`config.mk`:
```
export PLATFORM = sky130hd
export DESIGN_NAME = rst_rail_tracker
export DESIGN_NICKNAME = d
export VERILOG_FILES = /design/src/rtl/rst_delay_counter.v /design/src/rtl/rst_rail_tracker.v
export VERILOG_INCLUDE_DIRS = /design/src /design/src/rtl
export SDC_FILE = /design/constraint.sdc
export NUM_CORES = 1
export LEC_CHECK = 0
export ABC_AREA = 1
export ABC_CLOCK_PERIOD_IN_PS = 2900
export BUFFER_PORTS_ARGS = -buffer_cell sky130_fd_sc_hd__buf_2
export CORE_ASPECT_RATIO = 1.2
export CORE_MARGIN = 3
export CORE_UTILIZATION = 35
export CTS_CLUSTER_SIZE = 28
export DETAILED_ROUTE_END_ITERATION = 6
export PLACE_DENSITY = 0.62
export SYNTH_ARGS = -nofsm -noshare
export SYNTH_HDL_FRONTEND = slang
export SYNTH_SLANG_ARGS = --single-unit
export TNS_END_PERCENT = 1
```
`constraint.sdc`:
```
create_clock -name i_clock -period 2.9 [get_ports i_clock]
set_clock_uncertainty 0.15 [all_clocks]
set_input_delay 0.58 -clock i_clock [delete_from_list [all_inputs] [get_ports i_clock]]
set_output_delay 0.58 -clock i_clock [all_outputs]
set_load 0.01 [all_outputs]
```
`src/rtl/rst_defines.vh`:
```
// constants shared by the rail state tracker design files
`ifndef RST_DEFINES_VH
`define RST_DEFINES_VH

// ==================================================================
// state codes as reported on the state output
`define RST_STATE_W            4
`define RST_ST_IDLE            4'h1
`define RST_ST_ON_WAIT         4'h2
`define RST_ST_ON_DELAY        4'h3
`define RST_ST_RISING          4'h4
`define RST_ST_REGULATION      4'h5
`define RST_ST_OFF_WAIT        4'h6
`define RST_ST_OFF_DELAY       4'h7
`define RST_ST_FALLING         4'h8

// ==================================================================
// timing: delays are programmed in ticks of one microsecond
`define RST_DELAY_W            16
`define RST_CLOCK_PERIOD_NS    50
`define RST_TICK_NS            1000
`define RST_TICK_CYCLES        (`RST_TICK_NS / `RST_CLOCK_PERIOD_NS)
`define RST_PRESCALE_W         5
// last prescale count of one tick, tick cycles minus one
`define RST_TICK_LAST          5'h13

`endif

```
`src/rtl/rst_delay_counter.v`:
```
// tick-based delay counter used for turn-on and turn-off delays
`timescale 1ns/1ps
`default_nettype none
`include "rst_defines.vh"

module rst_delay_counter (
	input  wire                    i_clock,
	input  wire                    i_reset_n,
	input  wire                    i_start,
	input  wire                    i_clear,
	input  wire [`RST_DELAY_W-1:0] i_delay,
	output wire                    o_busy,
	output wire                    o_done
);

	// last prescale count of a tick, sized to the prescaler
	localparam [`RST_PRESCALE_W-1:0] TICK_LAST = `RST_TICK_LAST;

	reg                        busy_ff;
	reg                        done_ff;
	reg [`RST_DELAY_W-1:0]     remain_ff;
	reg [`RST_PRESCALE_W-1:0]  prescale_ff;
	reg                        nxt_busy;
	reg                        nxt_done;
	reg [`RST_DELAY_W-1:0]     nxt_remain;
	reg [`RST_PRESCALE_W-1:0]  nxt_prescale;

	// ==============================================================
	// next-state: prescaler makes ticks, remain counts them down
	always @* begin
		nxt_busy     = busy_ff;
		nxt_done     = 1'b0;
		nxt_remain   = remain_ff;
		nxt_prescale = prescale_ff;
		if (i_clear) begin
			nxt_busy     = 1'b0;
			nxt_prescale = {`RST_PRESCALE_W{1'b0}};
		end else if (i_start) begin
			nxt_busy     = 1'b1;
			nxt_remain   = i_delay;
			nxt_prescale = {`RST_PRESCALE_W{1'b0}};
		end else if (busy_ff) begin
			if (remain_ff == {`RST_DELAY_W{1'b0}}) begin
				nxt_busy = 1'b0; // delay has elapsed
				nxt_done = 1'b1;
			end else if (prescale_ff == TICK_LAST) begin
				nxt_prescale = {`RST_PRESCALE_W{1'b0}};
				nxt_remain   = remain_ff - 1'b1;
			end else begin
				nxt_prescale = prescale_ff + 1'b1;
			end
		end
	end

	// state flops
	always @(posedge i_clock or negedge i_reset_n) begin
		if (!i_reset_n) begin
			busy_ff     <= 1'b0;
			done_ff     <= 1'b0;
			remain_ff   <= {`RST_DELAY_W{1'b0}};
			prescale_ff <= {`RST_PRESCALE_W{1'b0}};
		end else begin
			busy_ff     <= nxt_busy;
			done_ff     <= nxt_done;
			remain_ff   <= nxt_remain;
			prescale_ff <= nxt_prescale;
		end
	end

	assign o_busy = busy_ff;
	assign o_done = done_ff;

endmodule
`default_nettype wire

```
`src/rtl/rst_rail_tracker.v`:
```
// per-rail sequencing state machine driving one regulator enable
`timescale 1ns/1ps
`default_nettype none
`include "rst_defines.vh"

module rst_rail_tracker (
	input  wire                    i_clock,
	input  wire                    i_reset_n,
	// sequencing requests and dependency results
	input  wire                    i_turn_on_request,
	input  wire                    i_await_on_dependency,
	input  wire                    i_await_off_dependency,
	input  wire                    i_resequence_wait,
	// configuration
	input  wire [`RST_DELAY_W-1:0] i_turn_on_delay,
	input  wire [`RST_DELAY_W-1:0] i_turn_off_delay,
	input  wire                    i_pg_threshold_zero,
	input  wire                    i_turn_off_max_warning_limit,
	// monitoring and fault handling
	input  wire                    i_vout_above_pg,
	input  wire                    i_vout_discharged,
	input  wire                    i_fault_shutdown,
	input  wire                    i_fault_retry,
	// results
	output wire                    o_rail_enable,
	output wire [`RST_STATE_W-1:0] o_rail_state
);

	// ==============================================================
	// state encoding, equal to the reported codes
	localparam [`RST_STATE_W-1:0] ST_IDLE       = `RST_ST_IDLE;
	localparam [`RST_STATE_W-1:0] ST_ON_WAIT    = `RST_ST_ON_WAIT;
	localparam [`RST_STATE_W-1:0] ST_ON_DELAY   = `RST_ST_ON_DELAY;
	localparam [`RST_STATE_W-1:0] ST_RISING     = `RST_ST_RISING;
	localparam [`RST_STATE_W-1:0] ST_REGULATION = `RST_ST_REGULATION;
	localparam [`RST_STATE_W-1:0] ST_OFF_WAIT   = `RST_ST_OFF_WAIT;
	localparam [`RST_STATE_W-1:0] ST_OFF_DELAY  = `RST_ST_OFF_DELAY;
	localparam [`RST_STATE_W-1:0] ST_FALLING    = `RST_ST_FALLING;

	// ==============================================================
	// sequencing flow
	// idle -> on wait -> on delay -> rising -> regulation
	// rising or regulation -> off wait -> off delay -> falling -> idle
	// a fault in any enabled state drops the enable at once;
	// a fault under retry reports idle, not falling; a retry ends falling
	// limitation: one delay counter serves both delay states, so a
	// turn-off delay can never overlap a turn-on delay

	// ==============================================================
	// declarations
	reg  [`RST_STATE_W-1:0] state_ff;
	reg  [`RST_STATE_W-1:0] nxt_state;
	reg                     enable_ff;
	reg                     nxt_enable;
	reg                     dly_start;
	reg                     dly_clear;
	reg  [`RST_DELAY_W-1:0] dly_value;
	wire                    dly_busy;
	wire                    dly_done;
	wire                    fall_allowed;
	wire                    pg_reached;

	// ==============================================================
	// shared delay counter, used by one delay state at a time
	rst_delay_counter u_delay (
		.i_clock   (i_clock),
		.i_reset_n (i_reset_n),
		.i_start   (dly_start),
		.i_clear   (dly_clear),
		.i_delay   (dly_value),
		.o_busy    (dly_busy),
		.o_done    (dly_done)
	);

	// ==============================================================
	// qualifying terms

	// a zero threshold is treated as never reached
	assign pg_reached = i_vout_above_pg & ~i_pg_threshold_zero;

	// the off delay shows falling only with a finite limit, never during retry
	assign fall_allowed = ~i_turn_off_max_warning_limit & ~i_fault_retry;

	// ==============================================================
	// next-state and enable decode
	always @* begin
		nxt_state  = state_ff;
		nxt_enable = enable_ff;
		dly_start  = 1'b0;
		dly_clear  = 1'b0;
		dly_value  = i_turn_on_delay;
		case (state_ff)
			ST_IDLE: begin
				nxt_enable = 1'b0;
				// stop a delay left running by a cut sequence
				if (dly_busy) begin
					dly_clear = 1'b1;
				end
				// leave idle only with a clean request
				if (i_turn_on_request && !i_fault_shutdown &&
					!i_resequence_wait) begin
					nxt_state = ST_ON_WAIT;
				end
			end
			ST_ON_WAIT: begin
				nxt_enable = 1'b0;
				if (i_fault_shutdown || !i_turn_on_request) begin
					nxt_state = ST_IDLE;
				end else if (i_await_on_dependency) begin
					nxt_state = ST_ON_DELAY;
					dly_start = 1'b1;
					dly_value = i_turn_on_delay;
				end
			end
			ST_ON_DELAY: begin
				nxt_enable = 1'b0;
				if (i_fault_shutdown || !i_turn_on_request) begin
					nxt_state = ST_IDLE;
					dly_clear = 1'b1;
				end else if (dly_done) begin
					nxt_state  = ST_RISING;
					nxt_enable = 1'b1;
				end
			end
			ST_RISING: begin
				nxt_enable = 1'b1;
				if (i_fault_shutdown) begin
					nxt_enable = 1'b0;
					// fault turn-off shows falling whatever the limit, idle under retry
					if (i_fault_retry) begin
						nxt_state = ST_IDLE;
					end else begin
						nxt_state = ST_FALLING;
					end
				end else if (!i_turn_on_request) begin
					nxt_state = ST_OFF_WAIT;
				end else if (pg_reached && enable_ff) begin
					nxt_state = ST_REGULATION;
				end
			end
			ST_REGULATION: begin
				nxt_enable = 1'b1;
				// voltage sag alone does not leave regulation
				if (i_fault_shutdown) begin
					nxt_enable = 1'b0;
					if (i_fault_retry) begin
						nxt_state = ST_IDLE;
					end else begin
						nxt_state = ST_FALLING;
					end
				end else if (!i_turn_on_request) begin
					nxt_state = ST_OFF_WAIT;
				end
			end
			ST_OFF_WAIT: begin
				nxt_enable = 1'b1;
				if (i_fault_shutdown) begin
					nxt_enable = 1'b0;
					if (i_fault_retry) begin
						nxt_state = ST_IDLE;
					end else begin
						nxt_state = ST_FALLING;
					end
				end else if (i_await_off_dependency) begin
					nxt_state = ST_OFF_DELAY;
					dly_start = 1'b1;
					dly_value = i_turn_off_delay;
				end
			end
			ST_OFF_DELAY: begin
				nxt_enable = 1'b1;
				dly_value  = i_turn_off_delay;
				if (i_fault_shutdown) begin
					nxt_enable = 1'b0;
					dly_clear  = 1'b1;
					if (i_fault_retry) begin
						nxt_state = ST_IDLE;
					end else begin
						nxt_state = ST_FALLING;
					end
				end else if (dly_done) begin
					nxt_enable = 1'b0;
					if (fall_allowed) begin
						nxt_state = ST_FALLING;
					end else begin
						nxt_state = ST_IDLE;
					end
				end
			end
			ST_FALLING: begin
				nxt_enable = 1'b0;
				// a retry that starts while falling shows idle
				if (i_vout_discharged || i_fault_retry) begin
					nxt_state = ST_IDLE;
				end
			end
			default: begin
				nxt_state  = ST_IDLE;
				nxt_enable = 1'b0;
				dly_clear  = 1'b1;
			end
		endcase
	end

	// ==============================================================
	// state and enable flops; reset lands in idle, enable off
	always @(posedge i_clock or negedge i_reset_n) begin
		if (!i_reset_n) begin
			state_ff  <= ST_IDLE;
			enable_ff <= 1'b0;
		end else begin
			state_ff  <= nxt_state;
			enable_ff <= nxt_enable;
		end
	end

	// ==============================================================
	// outputs straight from flops
	assign o_rail_enable = enable_ff;
	assign o_rail_state  = state_ff;

endmodule
`default_nettype wire

```
After elaboration in Yosys (flattened, before gate mapping):

Cells that the tools add are included.
Widths: inputs -> output; s select.

* add/subtract/negate cells: 2
* equal/unequal tests: 19
* muxes and demuxes: 53
* bitwise gates (word level): 6
* reductions and logical operators: 17

Operator list (number)
* $mux 16: 6
* $mux 4: 17
* $pmux 16 s2: 1
* $pmux 4 s8: 1
* $mux 5: 5
* $mux 1: 20
* $eq 4x3->1 const B: 4
* $logic_not 16->1: 1
* $sub 16x1->16 const B: 1
* $ne 3x3->1 const B: 4
* $eq 4x2->1 const B: 2
* $reduce_and 8->1: 1
* $ne 2x2->1 const B: 3
* $ne 3x2->1 const B: 2
* $add 5x1->5 const B: 1
* $eq 5x5->1 const B: 1
* $reduce_or 5->1: 1
* $eq 4x1->1 const B: 1
* $eq 4x4->1 const B: 1
* $ne 4x4->1 const B: 1
* $not 1->1: 4
* $pmux 1 s4: 1
* $reduce_and 4->1: 1
* $reduce_bool 2->1: 2
* 9 further kinds: 15

* register bits after elaboration: 28
* bits of input ports: 44
* output and inout bits: 5
* logic and storage cells: 103

Longest topological paths before layout:

* depth after elaboration: 7
* mapped depth: 13
* gate-level depth less buffers: 11

By module:

A second synthesis with hierarchy kept.

* cells, all modules: 393
* area total of the unflattened synthesis: 2562.5 um2

Modules (own cells, without submodules)
* rst_delay_counter: times used 1, cells each 239, area an instance 1570.3 um2, sequential area each 575.6 um2
* rst_rail_tracker: times used 1, cells each 154, area an instance 992.2 um2, sequential area each 126.4 um2

Worst setup path after synthesis:

No wires, ideal clock.

* kind: input -> register
* start: input port i_fault_shutdown
* end: register u_delay.remain_ff[2]
* setup time: 0.116 ns
* arrival: 1.634 ns
* required time: 2.634 ns
* path slack: 1.000 ns
* stages: 12
* buffers on the path: 2
* cell sequence: inv_2 nand2_4 nor2_1 nand2_2 nand2_4 inv_2 buf_6 nand2_4 nand3_4 buf_8 nand2_2 nand2_1

* longest elaborated chain between the ends: 5
* elaborated cells on any way between the ends: 15
* those cells by class: 1 x eq/ne; 9 x mux; 1 x bitwise; 4 x reduce/logical

RTL lines
* start, declared: line rst_rail_tracker.v:22 `input wire i_fault_shutdown,`
* $logic_or 1x1->1: line rst_rail_tracker.v:107, rst_rail_tracker.v:117
* $mux 1, on equally long branches: line rst_rail_tracker.v:107, rst_rail_tracker.v:117
* $pmux 1 s2 / $pmux 1 s4 (equally long branches): line rst_rail_tracker.v:92 `case (state_ff)`
* $ne 2x2->1 (no source line) (tied with other cells)
* $reduce_and 4->1 (no source line)
* end signal, assigned: line rst_delay_counter.v:60 `` remain_ff <= {`RST_DELAY_W{1'b0}}; ``
* end signal, assigned: line rst_delay_counter.v:65 `remain_ff <= nxt_remain;`
* end, declared: line rst_delay_counter.v:21 `` reg [`RST_DELAY_W-1:0] remain_ff; ``

Several ways; a longest one is shown, not always the timed one.
A chain may end at the register's enable or synchronous reset.

Worst setup path in the final report:

* start: register state_ff[0], in the netlist o_rail_state[0]
* end: register u_delay.remain_ff[7]

* longest elaborated chain between the ends: 5
* elaborated cells on any way between the ends: 18
* those cells by class: 9 x eq/ne; 4 x mux; 1 x bitwise; 4 x reduce/logical

RTL lines
* start, declared: line rst_rail_tracker.v:51 `` reg [`RST_STATE_W-1:0] state_ff; ``
* start signal, assigned: line rst_rail_tracker.v:212 `state_ff <= nxt_state;`
* $eq 4x4->1 (tied with other cells): line rst_rail_tracker.v:92
* $reduce_or 5->1 (no source line)
* $pmux 1 s4: line rst_rail_tracker.v:92
* $not 1->1 (no source line)
* $reduce_and 4->1 (no source line)

Several ways; a longest one is shown, not always the timed one.

==> impl_metrics.csv <==
group,metric,value,unit
run_status,status,"finished clean",
cts,clockBufferDepth,2,
timing,max-slew-margin-rel,56.5,%
pwr,p_leak,1.67,nW
routing,wirelength,6.41,mm
pwr,irDropWorstVdd,295,µV
min_path,holdCritPathClass,"in2async",
cts,ctsHoldBuffers,0,
cts,post_cts_buffers,0,
routing,wl_per_cell,11.8,µm
place,gp_congestion,0.884,
routing,first_pass_iters,4,
cts,cts_buffers,3,
synth,syn_nets,460,
cells_and_area,final_cell_mix,"175 x nand2_1, 48 x buf_2, 42 x nor2_1, 42 x nand3_1, 30 x inv_1",
cts,clkTransAtPathRegs,0.10,ns
timing,finalSetupViolations,0,
die,row_count,33,
synth,ys.flop_type,"dfrtp_1",
synth,synth_cell_type_count,34,
critical_path,cp.required,2.97,ns
die,core-area,6900,µm²
routing,drt-vias-per-instance,4.75,
timing,setup_tns,0,ns
pwr,pwr-share-comb,59.0,%
timing,tightest_slew,0.653,ns
routing,via_count,2585,
critical_path,setup.worst_path.start_class,"register",
cts,tritoncts,"built",
pwr,power.total,1.81,mW
pwr,swShare,49.1,%
routing,drt-initial-drc-count,72,
routing,drc,0,
pwr,cellPowerDensity,638,nW/µm²
synth,synth-edff-count,0,
cts,insertion_delay,0.27,ns
die,fp.dieW,83.2,µm
cells_and_area,nNetsFinal,505,
timing,min_period,2.22,ns
synth,synthCells,413,
pwr,p_clk_share,12.3,%
synth,ys_ff_latch,28,
job,max-cap-violations,0,
grt,grt-ovfl-total,0,
cts,root_buffer,"clkbuf_8",
pwr,p_switching,0.886,mW
die,die_h,98.6,µm
critical_path,reg2reg_depth,10,
grt,groute.usage.overall,16.1,%
place,dp_hpwl,5.06,mm
synth,ys.warnings.count,0,
cts,clock-sinks,28,
cells_and_area,layout_commonest_cell,"nand2_1",
cts,h-tree-depth,1,
synth,ys_seq_area_share,28.1,%
timing,hold_ws,0.169,ns
critical_path,reg2reg_from,"o_rail_state[0]$_DFFE_PN1P_",
die,start_util,36.3,%
synth,async_flop_share,100,%
synth,synth_area,2500,µm²
routing,antenna_left,0,
timing,finalHoldViolCount,0,
grt,grt_max_degree,29,
critical_path,crit_path_end_kind,"register",
cells_and_area,layout-area-overhead-vs-synth,13.3,%
critical_path,rrSetupSlack,0.68,ns
timing,fmaxAchievable,450,MHz
critical_path,critPathArrivalTime,2.29,ns
critical_path,reg2reg_to,"u_delay.remain_ff[7]$_DFFE_PN0P_",
grt,antenna_found_initial,0,
cts,post_cts_resized,0,
timing,final_max_slew_viol_count,0,
timing,fin_crit_sh,76.7,%
critical_path,crit_type,"reg2reg",
synth,postSynthAreaPerCell,6.05,µm²
cells_and_area,num-fill-cells,748,
grt,grt_pass1_wl,11.1,mm
timing,rsz0062_at_grt,"false",
cells_and_area,diodes,0,
pwr,seqPwrFrac,28.7,%
place,port_buffers,48,
pwr,intPower,0.920,mW
die,dieArea,8200,µm²
cells_and_area,drive_gt1_share,19.9,%
grt,grt_pass1_vias,2475,
die,io-pin-count,49,
critical_path,cp_max_fo,20,
## final cells by class
cell class                      instances  area [µm²]  area share [%]
Multi-Input combinational cell        338        1580            55.8
Clock buffer                            4        45.0            1.59
Inverter                               37         140            4.95
Sequential cell                        28         702            24.8
Tap cell                               87         109            3.84
Timing Repair Buffer                   50         255            9.01
## logic make-up after synthesis
family / count (synthesis) / share of synthesized area [%]
AND/OR/NAND/NOR: 300 / 53.1
flip-flops: 28 / 28.1
adder cells (fa/ha/maj): 3 / 1.50
XOR/XNOR: 6 / 2.10
AO/OA/AOI/OAI: 29 / 6.51
buffers and inverters: 47 / 8.71
## per-stage QoR
stage | setup WS, ns | area [µm²] | cells | util [%]
3_5_place_dp | 0.475 | 2790 | 540 | 40.4
6_report | 0.677 | 2830 | 544 | 41.1
2_1_floorplan | 1.00 | 2500 | 413 | -
3_3_place_gp | 0.543 | 2790 | 540 | 40.4
5_1_grt | 0.470 | 2830 | 544 | 41.1
4_1_cts | 0.640 | 2830 | 544 | 41.1
## critical path, cell delays in order, from the launching register on
cell	delay [ns]
dfstp_2	0.65
clkinv_2	0.11
nand2_2	0.10
nor2_4	0.06
nand2_2	0.09
nand2_4	0.14
inv_2	0.33
nand2_2	0.13
nand3_4	0.22
nand2_1	0.08
nand2_1	0.07
## worst max path at each step
stage / from / endpoint / slack, ns / depth (start not counted)
2_1_floorplan: i_fault_shutdown / u_delay.remain_ff[2]$_DFFE_PN0P_ / 1.0 / 12
3_3_place_gp: i_fault_shutdown / u_delay.remain_ff[6]$_DFFE_PN0P_ / 0.54 / 11
3_5_place_dp: i_fault_shutdown / u_delay.remain_ff[7]$_DFFE_PN0P_ / 0.47 / 11
4_1_cts: o_rail_state[0]$_DFFE_PN1P_ / u_delay.remain_ff[7]$_DFFE_PN0P_ / 0.64 / 10
5_1_grt: o_rail_state[1]$_DFFE_PN0P_ / u_delay.remain_ff[10]$_DFFE_PN0P_ / 0.47 / 9
6_report: o_rail_state[0]$_DFFE_PN1P_ / u_delay.remain_ff[7]$_DFFE_PN0P_ / 0.68 / 10
## cells in the mapped netlist (all sizes together), types with 2 or more instances
master,n,area [µm²]
nor3,4,20.0
inv,36,135
ha,3,37.5
buf,7,66.3
nand2,194,796
o21ai,16,80.1
nand3,44,238
nor2,49,216
nand4,7,43.8
clkbuf,3,11.3
a21oi,8,43.8
o311ai,2,17.5
dfrtp,27,676
xor2,5,43.8
## power groups by stage
stage / sequential, mW / combinational [mW] / clock (mW)
CTS: 0.519 / 1.07 / 0.229
finish: 0.518 / 1.07 / 0.223
detailed placement: 0.526 / 1.06 / 0
floorplan: 0.489 / 0.879 / 0
global route: 0.528 / 1.24 / 0.240
global placement: 0.527 / 1.06 / 0
## sequential cells by signal, summed over array words and instances (netlist names)
| signal | cells |
|---|---|
| o_rail_enable | 1 |
| o_rail_state | 4 |
| u_delay.o_busy | 1 |
| u_delay.o_done | 1 |
| u_delay.prescale_ff | 5 |
| u_delay.remain_ff | 16 |
## per-layer routing
layer / vias up / GRT usage [%] / wire (µm)
li1: 1387 / - / -
met1: 1140 / 19.2 / 2870
met2: 52 / 30.6 / 3220
met3: 6 / 1.67 / 245
met4: 0 / 4.03 / 72
met5: - / 0 / 0
(Power assumes the default switching activity.)
